### config.mk
export PLATFORM = sky130hd
export DESIGN_NAME = lbd_datapath
export DESIGN_NICKNAME = d
export VERILOG_FILES = /design/src/rtl/lbd_pkg.sv /design/src/rtl/lbd_datapath.sv
export SDC_FILE = /design/constraint.sdc
export NUM_CORES = 1
export LEC_CHECK = 0
export BUFFER_PORTS_ARGS = -buffer_cell sky130_fd_sc_hd__buf_2
export CELL_PAD_IN_SITES_DETAIL_PLACEMENT = 0
export CELL_PAD_IN_SITES_GLOBAL_PLACEMENT = 1
export CORE_ASPECT_RATIO = 1.5
export CORE_MARGIN = 8
export CORE_UTILIZATION = 37
export DETAILED_ROUTE_END_ITERATION = 10
export PLACE_DENSITY = 0.86
export SETUP_SLACK_MARGIN = 0.1
export SYNTH_ARGS = -nofsm -noshare
export SYNTH_HDL_FRONTEND = slang
export SYNTH_SLANG_ARGS = --single-unit
### constraint.sdc
create_clock -name sys_clk -period 3.1 [get_ports sys_clk]
set_clock_uncertainty 0.05 [all_clocks]
set_input_delay 0.62 -clock sys_clk [delete_from_list [all_inputs] [get_ports sys_clk]]
set_output_delay 0.62 -clock sys_clk [all_outputs]
set_load 0.01 [all_outputs]
### src/rtl/lbd_pkg.sv
package lbd_pkg;

    // ****************************************************************
    // widths and register map
    // ****************************************************************
    localparam int LBD_W = 8;
    localparam int LBD_AW = 3;
    localparam logic [LBD_AW-1:0] LBD_OFS_WREG = 3'h0;
    localparam logic [LBD_AW-1:0] LBD_OFS_FLAGS = 3'h1;
    localparam logic [LBD_AW-1:0] LBD_OFS_PDATA = 3'h2;
    localparam logic [LBD_AW-1:0] LBD_OFS_PDIR = 3'h3;
    localparam logic [LBD_AW-1:0] LBD_OFS_PIN = 3'h4;

    // ****************************************************************
    // flag positions and reset values
    // ****************************************************************
    localparam int LBD_FLG_Z = 0;
    localparam int LBD_FLG_C = 1;
    localparam int LBD_FLG_AUX = 2;
    localparam int LBD_FLG_OVF = 3;
    localparam int LBD_FLG_N = 4;
    localparam logic [LBD_W-1:0] LBD_RST_BYTE = 8'h00;
    localparam logic [LBD_FLG_N-1:0] LBD_RST_FLAGS = 4'h0;
    localparam logic [LBD_W-1:0] LBD_ONE = 8'h01;
    localparam logic [LBD_W-1:0] LBD_ZERO = 8'h00;

    // ****************************************************************
    // operations and carriers
    // ****************************************************************
    typedef enum logic [4:0] {
        LBD_NOP, LBD_AND_AI, LBD_AND_AM, LBD_AND_MA,
        LBD_OR_AI, LBD_OR_AM, LBD_OR_MA,
        LBD_XOR_AI, LBD_XOR_AM, LBD_XOR_MA, LBD_XOR_IOA,
        LBD_NOT_A, LBD_NOT_M, LBD_NEG_A, LBD_NEG_M,
        LBD_CLR_IO, LBD_SET_IO, LBD_CLR_M, LBD_SET_M, LBD_SWAPC
    } lbd_op_t;

    typedef enum logic [1:0] {
        LBD_DST_NONE, LBD_DST_WREG, LBD_DST_MEM, LBD_DST_IO
    } lbd_dst_t;

    typedef struct packed {
        lbd_op_t op;
        logic [LBD_W-1:0] imm;
        logic [LBD_W-1:0] mem_byte;
        logic [2:0] bit_sel;
    } lbd_req_t;

    typedef struct packed {
        logic we;
        logic [LBD_W-1:0] data;
    } lbd_mem_wr_t;

endpackage

### src/rtl/lbd_datapath.sv
`timescale 1ns/100ps
`default_nettype none

// Operation
// RULE1 - and: working register with immediate or memory byte into working register
// RULE2 - or: working register with immediate or memory byte into working register
// RULE3 - xor: working register with immediate or memory byte into working register
// RULE4 - memory-destination and/or/xor write memory byte, working register kept
// RULE5 - xor into port data register, all four flags untouched
// RULE6 - logic, not, neg update zero only; carry, aux, overflow kept
// RULE7 - not on working register inverts it in place
// RULE8 - not on memory inverts the byte and writes it back
// RULE9 - neg on working register: inverse plus one, modulo 256
// RULE10 - neg on memory: inverse plus one, written back
// RULE11 - bit clear / force high on port data touches only selected bit
// RULE12 - bit clear / force high on memory byte touches only selected bit
// RULE13 - single-bit clear and force high leave all four flags
// RULE14 - swap of port bit with carry changes only carry among flags
// RULE15 - output-direction bit: swap drives carry onto the port bit
// RULE16 - input-direction bit: swap loads sampled pin level into carry
// RULE17 - direction bit one means output, zero means input
// RULE18 - swap keeps zero, aux carry and overflow
// RULE19 - all data eight bits wide, bit index zero to seven
// RULE20 - zero flag set when written eight-bit result is zero
module lbd_datapath
    import lbd_pkg::*;
(
    input wire logic sys_clk, // core clock
    input wire logic rst_n, // async reset, active low
    input wire logic clk_en, // freezes all state when low
    input wire logic op_valid, // one-cycle operation request
    input wire lbd_req_t op_req, // operation, operands, bit index
    input wire logic [LBD_W-1:0] pin_level, // sampled port pin levels
    input wire logic [LBD_AW-1:0] bus_addr, // register address
    input wire logic [LBD_W-1:0] bus_wdata, // register write data
    input wire logic bus_wr, // write strobe
    input wire logic bus_rd, // read strobe
    output logic [LBD_W-1:0] bus_rdata, // read data, cycle after strobe
    output lbd_mem_wr_t mem_wr, // memory write-back pulse and byte
    output logic op_done, // pulse, operation retired
    output logic [LBD_W-1:0] working_register, // accumulator
    output logic [LBD_FLG_N-1:0] flags, // zero, carry, aux carry, overflow
    output logic [LBD_W-1:0] port_a_data, // port latch, drives pins
    output logic [LBD_W-1:0] port_dir // per-pin output enable
);

    // ****************************************************************
    // helpers
    // ****************************************************************

    // one-hot select of a bit, used by every bit operation
    function automatic logic [LBD_W-1:0] bit_mask(input logic [2:0] sel);
        bit_mask = LBD_ONE << sel; // [RULE19]
    endfunction

    function automatic logic is_zero(input logic [LBD_W-1:0] v);
        is_zero = (v == LBD_ZERO); // [RULE20]
    endfunction

    // ****************************************************************
    // operation decode
    // ****************************************************************
    logic [LBD_W-1:0] next_result;
    lbd_dst_t next_dst;
    logic next_upd_z;
    logic [LBD_W-1:0] sel_mask;
    logic sel_dir;
    logic sel_old;
    logic go;

    assign go = clk_en && op_valid;
    assign sel_mask = bit_mask(op_req.bit_sel);
    assign sel_dir = |(port_dir & sel_mask);
    assign sel_old = |(port_a_data & sel_mask);

    // result, destination and zero update for each operation
    always_comb
    begin
        next_result = working_register;
        next_dst = LBD_DST_NONE;
        next_upd_z = 1'b1; // [RULE6]
        case (op_req.op)
            LBD_AND_AI:
            begin
                next_result = working_register & op_req.imm; // [RULE1]
                next_dst = LBD_DST_WREG;
            end
            LBD_AND_AM:
            begin
                next_result = working_register & op_req.mem_byte; // [RULE1]
                next_dst = LBD_DST_WREG;
            end
            LBD_OR_AI:
            begin
                next_result = working_register | op_req.imm; // [RULE2]
                next_dst = LBD_DST_WREG;
            end
            LBD_OR_AM:
            begin
                next_result = working_register | op_req.mem_byte; // [RULE2]
                next_dst = LBD_DST_WREG;
            end
            LBD_XOR_AI:
            begin
                next_result = working_register ^ op_req.imm; // [RULE3]
                next_dst = LBD_DST_WREG;
            end
            LBD_XOR_AM:
            begin
                next_result = working_register ^ op_req.mem_byte; // [RULE3]
                next_dst = LBD_DST_WREG;
            end
            LBD_AND_MA:
            begin
                next_result = working_register & op_req.mem_byte; // [RULE4]
                next_dst = LBD_DST_MEM;
            end
            LBD_OR_MA:
            begin
                next_result = working_register | op_req.mem_byte; // [RULE4]
                next_dst = LBD_DST_MEM;
            end
            LBD_XOR_MA:
            begin
                next_result = working_register ^ op_req.mem_byte; // [RULE4]
                next_dst = LBD_DST_MEM;
            end
            LBD_XOR_IOA:
            begin
                next_result = working_register ^ port_a_data; // [RULE5]
                next_dst = LBD_DST_IO;
                next_upd_z = 1'b0; // [RULE5]
            end
            LBD_NOT_A:
            begin
                next_result = ~working_register; // [RULE7]
                next_dst = LBD_DST_WREG;
            end
            LBD_NOT_M:
            begin
                next_result = ~op_req.mem_byte; // [RULE8]
                next_dst = LBD_DST_MEM;
            end
            LBD_NEG_A:
            begin
                next_result = LBD_W'(~working_register + LBD_ONE); // [RULE9]
                next_dst = LBD_DST_WREG;
            end
            LBD_NEG_M:
            begin
                next_result = LBD_W'(~op_req.mem_byte + LBD_ONE); // [RULE10]
                next_dst = LBD_DST_MEM;
            end
            LBD_CLR_IO:
            begin
                next_result = port_a_data & ~sel_mask; // [RULE11]
                next_dst = LBD_DST_IO;
                next_upd_z = 1'b0; // [RULE13]
            end
            LBD_SET_IO:
            begin
                next_result = port_a_data | sel_mask; // [RULE11]
                next_dst = LBD_DST_IO;
                next_upd_z = 1'b0; // [RULE13]
            end
            LBD_CLR_M:
            begin
                next_result = op_req.mem_byte & ~sel_mask; // [RULE12]
                next_dst = LBD_DST_MEM;
                next_upd_z = 1'b0; // [RULE13]
            end
            LBD_SET_M:
            begin
                next_result = op_req.mem_byte | sel_mask; // [RULE12]
                next_dst = LBD_DST_MEM;
                next_upd_z = 1'b0; // [RULE13]
            end
            LBD_SWAPC:
            begin
                // carry lands in the latch whatever the direction
                if (flags[LBD_FLG_C])
                    next_result = port_a_data | sel_mask; // [RULE15]
                else
                    next_result = port_a_data & ~sel_mask; // [RULE15]
                next_dst = LBD_DST_IO;
                next_upd_z = 1'b0; // [RULE18]
            end
            default:
            begin
                next_upd_z = 1'b0;
            end
        endcase
    end

    // ****************************************************************
    // working register
    // ****************************************************************

    // an operation in the same cycle as a bus write wins
    always_ff @(posedge sys_clk or negedge rst_n)
    begin
        if (!rst_n)
            working_register <= LBD_RST_BYTE;
        else if (go && next_dst == LBD_DST_WREG)
            working_register <= next_result; // [RULE1] [RULE2] [RULE3]
        else if (clk_en && bus_wr && bus_addr == LBD_OFS_WREG)
            working_register <= bus_wdata;
    end

    // ****************************************************************
    // flags
    // ****************************************************************

    // operations: zero from result, carry only from the swap, aux and overflow never; a bus write loads all four
    always_ff @(posedge sys_clk or negedge rst_n)
    begin
        if (!rst_n)
            flags <= LBD_RST_FLAGS;
        else if (go && op_req.op == LBD_SWAPC)
        begin
            // input pin: sampled level; output pin: old latch bit
            if (sel_dir)
                flags[LBD_FLG_C] <= sel_old; // [RULE14] [RULE17]
            else
                flags[LBD_FLG_C] <= |(pin_level & sel_mask); // [RULE16] [RULE17]
        end
        else if (go && next_upd_z)
            flags[LBD_FLG_Z] <= is_zero(next_result); // [RULE6] [RULE20]
        else if (clk_en && bus_wr && bus_addr == LBD_OFS_FLAGS)
            flags <= bus_wdata[LBD_FLG_N-1:0];
    end

    // ****************************************************************
    // port latch and direction
    // ****************************************************************

    // latch drives the pins only where the direction bit is one
    always_ff @(posedge sys_clk or negedge rst_n)
    begin
        if (!rst_n)
            port_a_data <= LBD_RST_BYTE;
        else if (go && next_dst == LBD_DST_IO)
            port_a_data <= next_result; // [RULE5] [RULE11] [RULE15]
        else if (clk_en && bus_wr && bus_addr == LBD_OFS_PDATA)
            port_a_data <= bus_wdata;
    end

    always_ff @(posedge sys_clk or negedge rst_n)
    begin
        if (!rst_n)
            port_dir <= LBD_RST_BYTE;
        else if (clk_en && bus_wr && bus_addr == LBD_OFS_PDIR)
            port_dir <= bus_wdata; // [RULE17]
    end

    // ****************************************************************
    // memory write-back and completion
    // ****************************************************************

    // one-cycle write pulse; the byte holds until the next write
    always_ff @(posedge sys_clk or negedge rst_n)
    begin
        if (!rst_n)
        begin
            mem_wr.we <= 1'b0;
            mem_wr.data <= LBD_RST_BYTE;
        end
        else if (clk_en)
        begin
            mem_wr.we <= go && next_dst == LBD_DST_MEM; // [RULE4] [RULE8]
            if (go && next_dst == LBD_DST_MEM)
                mem_wr.data <= next_result; // [RULE10] [RULE12]
        end
    end

    always_ff @(posedge sys_clk or negedge rst_n)
    begin
        if (!rst_n)
            op_done <= 1'b0;
        else if (clk_en)
            op_done <= go;
    end

    // ****************************************************************
    // register read port
    // ****************************************************************

    // unmapped addresses read as zero; data only in the next cycle
    always_ff @(posedge sys_clk or negedge rst_n)
    begin
        if (!rst_n)
            bus_rdata <= LBD_RST_BYTE;
        else if (clk_en)
        begin
            bus_rdata <= LBD_ZERO;
            if (bus_rd)
            begin
                case (bus_addr)
                    LBD_OFS_WREG: bus_rdata <= working_register;
                    LBD_OFS_FLAGS: bus_rdata <= LBD_W'(flags);
                    LBD_OFS_PDATA: bus_rdata <= port_a_data;
                    LBD_OFS_PDIR: bus_rdata <= port_dir;
                    LBD_OFS_PIN: bus_rdata <= pin_level;
                    default: bus_rdata <= LBD_ZERO;
                endcase
            end
        end
    end
endmodule

`default_nettype wire

==> results of run 1 <==
[path summary, 6_finish.rpt]
path | startpoint | endpoint | slack [ps]
setup reg to reg | working_register[0]$_DFFE_PN0P_ | flags[0]$_DFFE_PN0P_ | 170
setup / recovery | op_req[19] | flags[0]$_DFFE_PN0P_ | -300
min in group asynchronous | rst_n | mem_wr[4]$_DFFE_PN0P_ | 450
max in group asynchronous | rst_n | bus_rdata[7]$_DFFE_PN0P_ | 1890
hold reg to reg | bus_rdata[1]$_DFFE_PN0P_ | bus_rdata[1]$_DFFE_PN0P_ | 440
hold / removal | bus_rdata[1]$_DFFE_PN0P_ | bus_rdata[1]$_DFFE_PN0P_ | 440
[cells by family (layout without fill, tap and decap cells)]
group                      Yosys count  after routing
muxes                               32             32
AOI/OAI and AO/OA                  230            230
adders and majority gates            1              1
xor gates and xnor gates             6              6
buffers and inverters               66            215
DFF                                 46             46
and+or+nand+nor                    194            194
[metrics by stage]
step | instance area [µm²] | TNS [ps] | cells
after floorplan | 4590 | -1970 | 575
after global placement | 5740 | -2850 | 867
after detailed placement | 5740 | -3150 | 867
after CTS | 5940 | -717 | 878
after global routing | 6020 | -1440 | 880
final | 6020 | -975 | 880
[flip-flops by register name, summed over array words and instances (netlist names)]
signal            flops
op_done               1
flags                 4
mem_wr                9
bus_rdata             8
port_a_data           8
working_register      8
port_dir              8
[power by group]
part,switching [mW],internal [mW],total (mW)
Sequential,0.275,0.756,1.03
Clock,0.232,0.299,0.531
Combinational,0.807,0.682,1.49
Total,1.31,1.74,3.05
[cell type report]
type / instances / area [µm²]
clock buffer: 6 / 129
clock inverter: 2 / 13.8
fill: 1266 / 6240
inverter: 15 / 56.3
multi-input combinational: 463 / 3230
sequential: 46 / 1150
tap: 156 / 195
timing repair buffer: 192 / 1240
[synthesized netlist by cell type, drive strengths merged (7+ instances only)]
library cell  number  area (µm²)
o2bb2ai            9        78.8
inv               14        52.6
and3               7        43.8
buf               19         109
nor2              43         169
a21o               9        67.6
dfrtp             46        1150
nand3             18        90.1
o31ai              7        52.6
o211ai             7        52.6
or3                7        45.1
a31oi             13        81.3
mux2i             16         160
nand2             18        67.6
mux2              12         135
a211oi            21         158
o22ai             12        75.1
a22oi              9        67.6
nor2b             29         181
nand2b            16         100
nor3b              7        72.6
o21ai             33         165
a21oi             58         290
nor3              14        75.1
clkbuf            32         120
[critical path, stage by stage]
cell      delay, ps
buf_6            90
or2b_1          260
nor2_4          150
mux2i_2         260
ha_2            230
or4b_4          490
o311ai_4        250
o32ai_2         120
a221o_1         340
o32a_1          310
o41ai_2          70
and3_1          210
a41o_1          170
[layer usage]
metal | vias up | track usage | wire (µm)
met4 | 0 | 0.164 | 1230
met2 | 305 | 0.447 | 10900
li1 | 2497 | - | -
met3 | 71 | 0.0381 | 1360
met1 | 2721 | 0.285 | 8110
met5 | - | 0 | 0
[placed cells by master (no fill, tap or decap), drive strengths merged, types with 4 or more instances in the layout]
| master | Yosys | routed |
|---|---|---|
| inv | 14 | 14 |
| a21oi | 58 | 58 |
| a22oi | 9 | 9 |
| o22ai | 12 | 12 |
| nor2b | 29 | 29 |
| clkbuf | 32 | 6 |
| a21o | 9 | 9 |
| o31ai | 7 | 7 |
| and3b | 4 | 4 |
| o2111ai | 4 | 4 |
| o21ai | 33 | 33 |
| nand2b | 16 | 16 |
| mux2i | 16 | 16 |
| nand2 | 18 | 18 |
| and3 | 7 | 7 |
| nand3 | 18 | 18 |
| nor3b | 7 | 7 |
| buf | 19 | 192 |
| nor3 | 14 | 14 |
| or2 | 5 | 5 |
| a31oi | 13 | 13 |
| or3b | 5 | 5 |
| o21a | 4 | 4 |
| or3 | 7 | 7 |
| mux4 | 4 | 4 |
| mux2 | 12 | 12 |
| dfrtp | 46 | 46 |
| a22o | 5 | 5 |
| nor2 | 43 | 43 |
| a32o | 4 | 4 |
| o211ai | 7 | 7 |
| a211oi | 21 | 21 |
| o2bb2ai | 9 | 9 |
[what timing repair did]
item                       CTS  global route
setup endpoints to repair    4            13
hold buffers                 0             0
gates cloned                 0             0
pin swaps                    8             8
setup buffers                3             3
resized for setup            7            14
==> results.tsv, run 1 <==
metric	value	unit
drt pass-1 iters	6	
H-Tree Depth	2	
root buffer cell	clkbuf_16	
status	finished, violations left	
adder and majority cell fraction of the synthesized area	0.00274	
final WL	21.6	mm
pin count of the biggest net entering global routing	47	
IO Pins	95	
Critical Path RT	3280	ps
Avg Cell Area, Syn	7.96	µm²
Via density	6.36	
XOR/XNOR Fraction of Synth Area	0.0115	
CP arrival	3580	ps
n_diodes	0	
core area	12300	µm²
violated checks	setup timing	
Syn Nets	625	
worst hold path depth	1	
die height	152	µm
layout cells sized above 1	0.347	
RSZ-0062 raised after global routing	yes	
final core utilization	0.491	
Nets	773	
Hold Crit Class	reg2reg	
Total Power	3.05	mW
first-pass GRT wire length	32.5	mm
port bufs	94	
CTS Buf Count	5	
Max Slew Vio Count	0	
initial antenna violation count	0	
Yosys warning count	0	
maximum clock rate	0.294	GHz
multiplexer share of the synthesized area	0.0842	
area of the mapped netlist	4570	µm²
routability cong.	0.973	
Crit Path Class	in2reg	
Crit. End Element	flip-flop	
R2R cell count	10	
FP Rows	50	
Simple-Gate Fraction of Synth Area	0.245	
total vias in the final route	5594	
Final Setup Violations	4	
Yosys reg bits	46	
GRT overflow	0	
crit start category	primary input	
hold_ws	442	ps
final worst slack	-299	ps
Fin. Hold Viols	0	
DIE WIDTH	107	µm
leakage	2.60	nW
Synth Area in Compound Gates	0.343	
Area Growth Syn to Fin	31.6	%
top_reg_cell synth	dfrtp_1	
clock-pin slew on the worst setup and hold paths	60	ps
die footprint	16300	µm²
Tightest Pin Transition	1040	ps
post-synth cell types	80	
initial drt markers	442	
TritonCTS clock tree	yes	
clock latency on the worst-skew pair	290	ps
fin crit period	3400	ps
Synth async-reset ratio	1.00	
worst rel slew slack	0.304	
initial core utilization	0.373	
main combinational cell family by area after synthesis	compound AO/OA/AOI/OAI gates	
Cell Pwr Density	507	nW/µm²
Gate Count Post-Synth	575	
crit-path max FO	2	
antenna-violating nets left	0	
dpl hpwl	16.6	mm
drt wl/cell	24.5	µm
max-cap viol count	0	
# DRC	0	
sequential fraction of the synthesis area	0.252	
CTS Buffer Depth	2	
pre-CTS setup slack	-611	ps
number of synthesized flops with an enable pin	0	
Max VDD drop	634	µV
clock sinks	46	
Final period util	1.10	
number of global-route vias before repair	5463	
GRT Resource Usage Total	0.258	
No activity file was read; power rests on OpenSTA's default activity.
==> run 2, diff against run 1 <==
RECOVER_POWER = 25   (was unset)
==> results.tsv, run 2 (synthesis gave the netlist of run 1 again) <==
metric	value	unit	change
layout cells sized above 1	0.344		-0.00276
routability cong.	0.973		unchanged
Area Growth Syn to Fin	31.5	%	about the same
pre-CTS setup slack	-611	ps	unchanged
CP arrival	3580	ps	about the same
clock latency on the worst-skew pair	290	ps	about the same
H-Tree Depth	2		unchanged
Cell Pwr Density	506	nW/µm²	about the same
worst hold path depth	1		unchanged
final WL	21.5	mm	-0.29%
initial core utilization	0.373		unchanged
R2R cell count	10		unchanged
first-pass GRT wire length	32.5	mm	unchanged
Crit. End Element	flip-flop		
initial antenna violation count	0		unchanged
drt pass-1 iters	6		unchanged
RSZ-0062 raised after global routing	yes		
# DRC	0		unchanged
Layout Cells excl Fill	880		unchanged
total vias in the final route	5562		-0.57%
DIE WIDTH	107	µm	unchanged
dpl hpwl	16.6	mm	unchanged
crit path max-delay cell type	or4b_4		
antenna-violating nets left	0		unchanged
port bufs	94		unchanged
Max VDD drop	635	µV	+0.24%
final core utilization	0.491		about the same
maximum clock rate	0.295	GHz	+0.13%
Via density	6.32		-0.57%
Nets	773		unchanged
dpl cell area	5740	µm²	unchanged
Crit Path Class	in2reg		
CTS Buffer Depth	2		unchanged
setup_tns	-961	ps	+13.7 ps
most frequent cells in the layout	94 x buf_4, 90 x buf_2, 54 x a21oi_1		
fin crit period	3390	ps	-4.48 ps
Hold Crit Class	reg2reg		
Total Power	3.04	mW	-0.18%
TritonCTS clock tree	yes		
launch point of the worst path	op_req[19]		
Critical Path RT	3280	ps	about the same
CTS Hold Bufs	0		unchanged
critical path cell sequence	buf_6, or2b_1, nor2_4, mux2i_2, ha_2, or4b_4, o311ai_4, o32ai_2, a221o_1, o32a_1, o41ai_2, and3_1, a41o_1		
core area	12300	µm²	unchanged
status	finished, violations left		
Final period util	1.09		-0.00144
IO Pins	95		unchanged
drt wl/cell	24.4	µm	-0.29%
CTS Buf Count	5		unchanged
pin count of the biggest net entering global routing	47		unchanged
Finished Cell Area	6020	µm²	about the same
GRT Resource Usage Total	0.258		unchanged
R2R Setup Slk	180	ps	about the same
hold_ws	445	ps	+3.29 ps
Worst R2R Start	working_register[0]$_DFFE_PN0P_		
Final Setup Violations	4		unchanged
root buffer cell	clkbuf_16		
die footprint	16300	µm²	unchanged
die height	152	µm	unchanged
Max Slew Vio Count	47		+47
clock sinks	46		unchanged
max-cap viol count	1		+1
crit start category	primary input		
FP Rows	50		unchanged
commonest non-fill, non-tap cell in the layout	buf_4		
Tightest Pin Transition	2470	ps	+1430 ps
CP max stage delay	490	ps	about the same
clock-pin slew on the worst setup and hold paths	60	ps	about the same
crit-path max FO	2		unchanged
placed insts	867		unchanged
max FFs per register	9		unchanged
worst rel slew slack	-0.650		-0.954
initial drt markers	458		+3.6%
final worst slack	-294	ps	+4.48 ps
Crit Reg-Reg Endpoint	flags[0]$_DFFE_PN0P_		
number of global-route vias before repair	5463		unchanged
n_diodes	0		unchanged
leakage	2.60	nW	-0.23%
Most flops, register	mem_wr		
GRT overflow	0		unchanged
Fin. Hold Viols	0		unchanged
Critical Path Sink	flags[0]$_DFFE_PN0P_		
violated checks	capacitance limit, slew limit, setup timing		
==> run 2: cell types whose count changed in the layout (fill, tap and decap cells not counted) <==
cell / change
buf_2: -1
buf_4: -1
clkbuf_1: +2
==> run 2: cell type report <==
| cell class | instances | area (µm²) |
|---|---|---|
| Fill cell | 1268 | 6250 |
| Timing Repair Buffer | 192 | 1240 |
| Clock inverter | 2 | 13.8 |
| Sequential cell | 46 | 1150 |
| Inverter | 15 | 56.3 |
| Tap cell | 156 | 195 |
| Multi-Input combinational cell | 463 | 3230 |
| Clock buffer | 6 | 129 |
==> run 2: how the worst min path moves through the flow <==
| stage | start | endpoint | slack, ps |
|---|---|---|---|
| detailed placement | bus_rdata[2]$_DFFE_PN0P_ | bus_rdata[2]$_DFFE_PN0P_ | 420 |
| finish | mem_wr[8]$_DFFE_PN0P_ | mem_wr[8]$_DFFE_PN0P_ | 440 |
| CTS | bus_rdata[7]$_DFFE_PN0P_ | bus_rdata[7]$_DFFE_PN0P_ | 440 |
| global route | bus_rdata[1]$_DFFE_PN0P_ | bus_rdata[1]$_DFFE_PN0P_ | 470 |
| global placement | mem_wr[8]$_DFFE_PN0P_ | mem_wr[8]$_DFFE_PN0P_ | 420 |
| floorplan | rst_n | bus_rdata[0]$_DFFE_PN0P_ | 270 |
==> run 2: where the power goes <==
part	total, mW	switching (mW)	internal, mW
logic	1.49	0.805	0.681
clock network	0.532	0.233	0.299
registers	1.03	0.270	0.756
==> run 2: critical path, delay by kind of cell <==
family | cells | cell delay (ps)
AOI/OAI and AO/OA | 6 | 1260
muxes | 1 | 260
adders and majority gates | 1 | 230
and+or+nand+nor | 4 | 1110
buffers and inverters | 1 | 90
==> run 2: timing repair <==
item | CTS | global route
setup endpoints to repair | 4 | 13
gates resized for setup | 7 | 14
pin swaps | 8 | 8
setup buffers | 3 | 3
==> run 2: routing by layer <==
metal  share of wire  track usage  up-vias  wire [µm]
met1            0.37        0.285     2703       7890
met2            0.51        0.447      292      10900
li1                -            -     2494          -
met4           0.056        0.164        0       1200
met3           0.070       0.0381       73       1500
met5               0            0        -          0
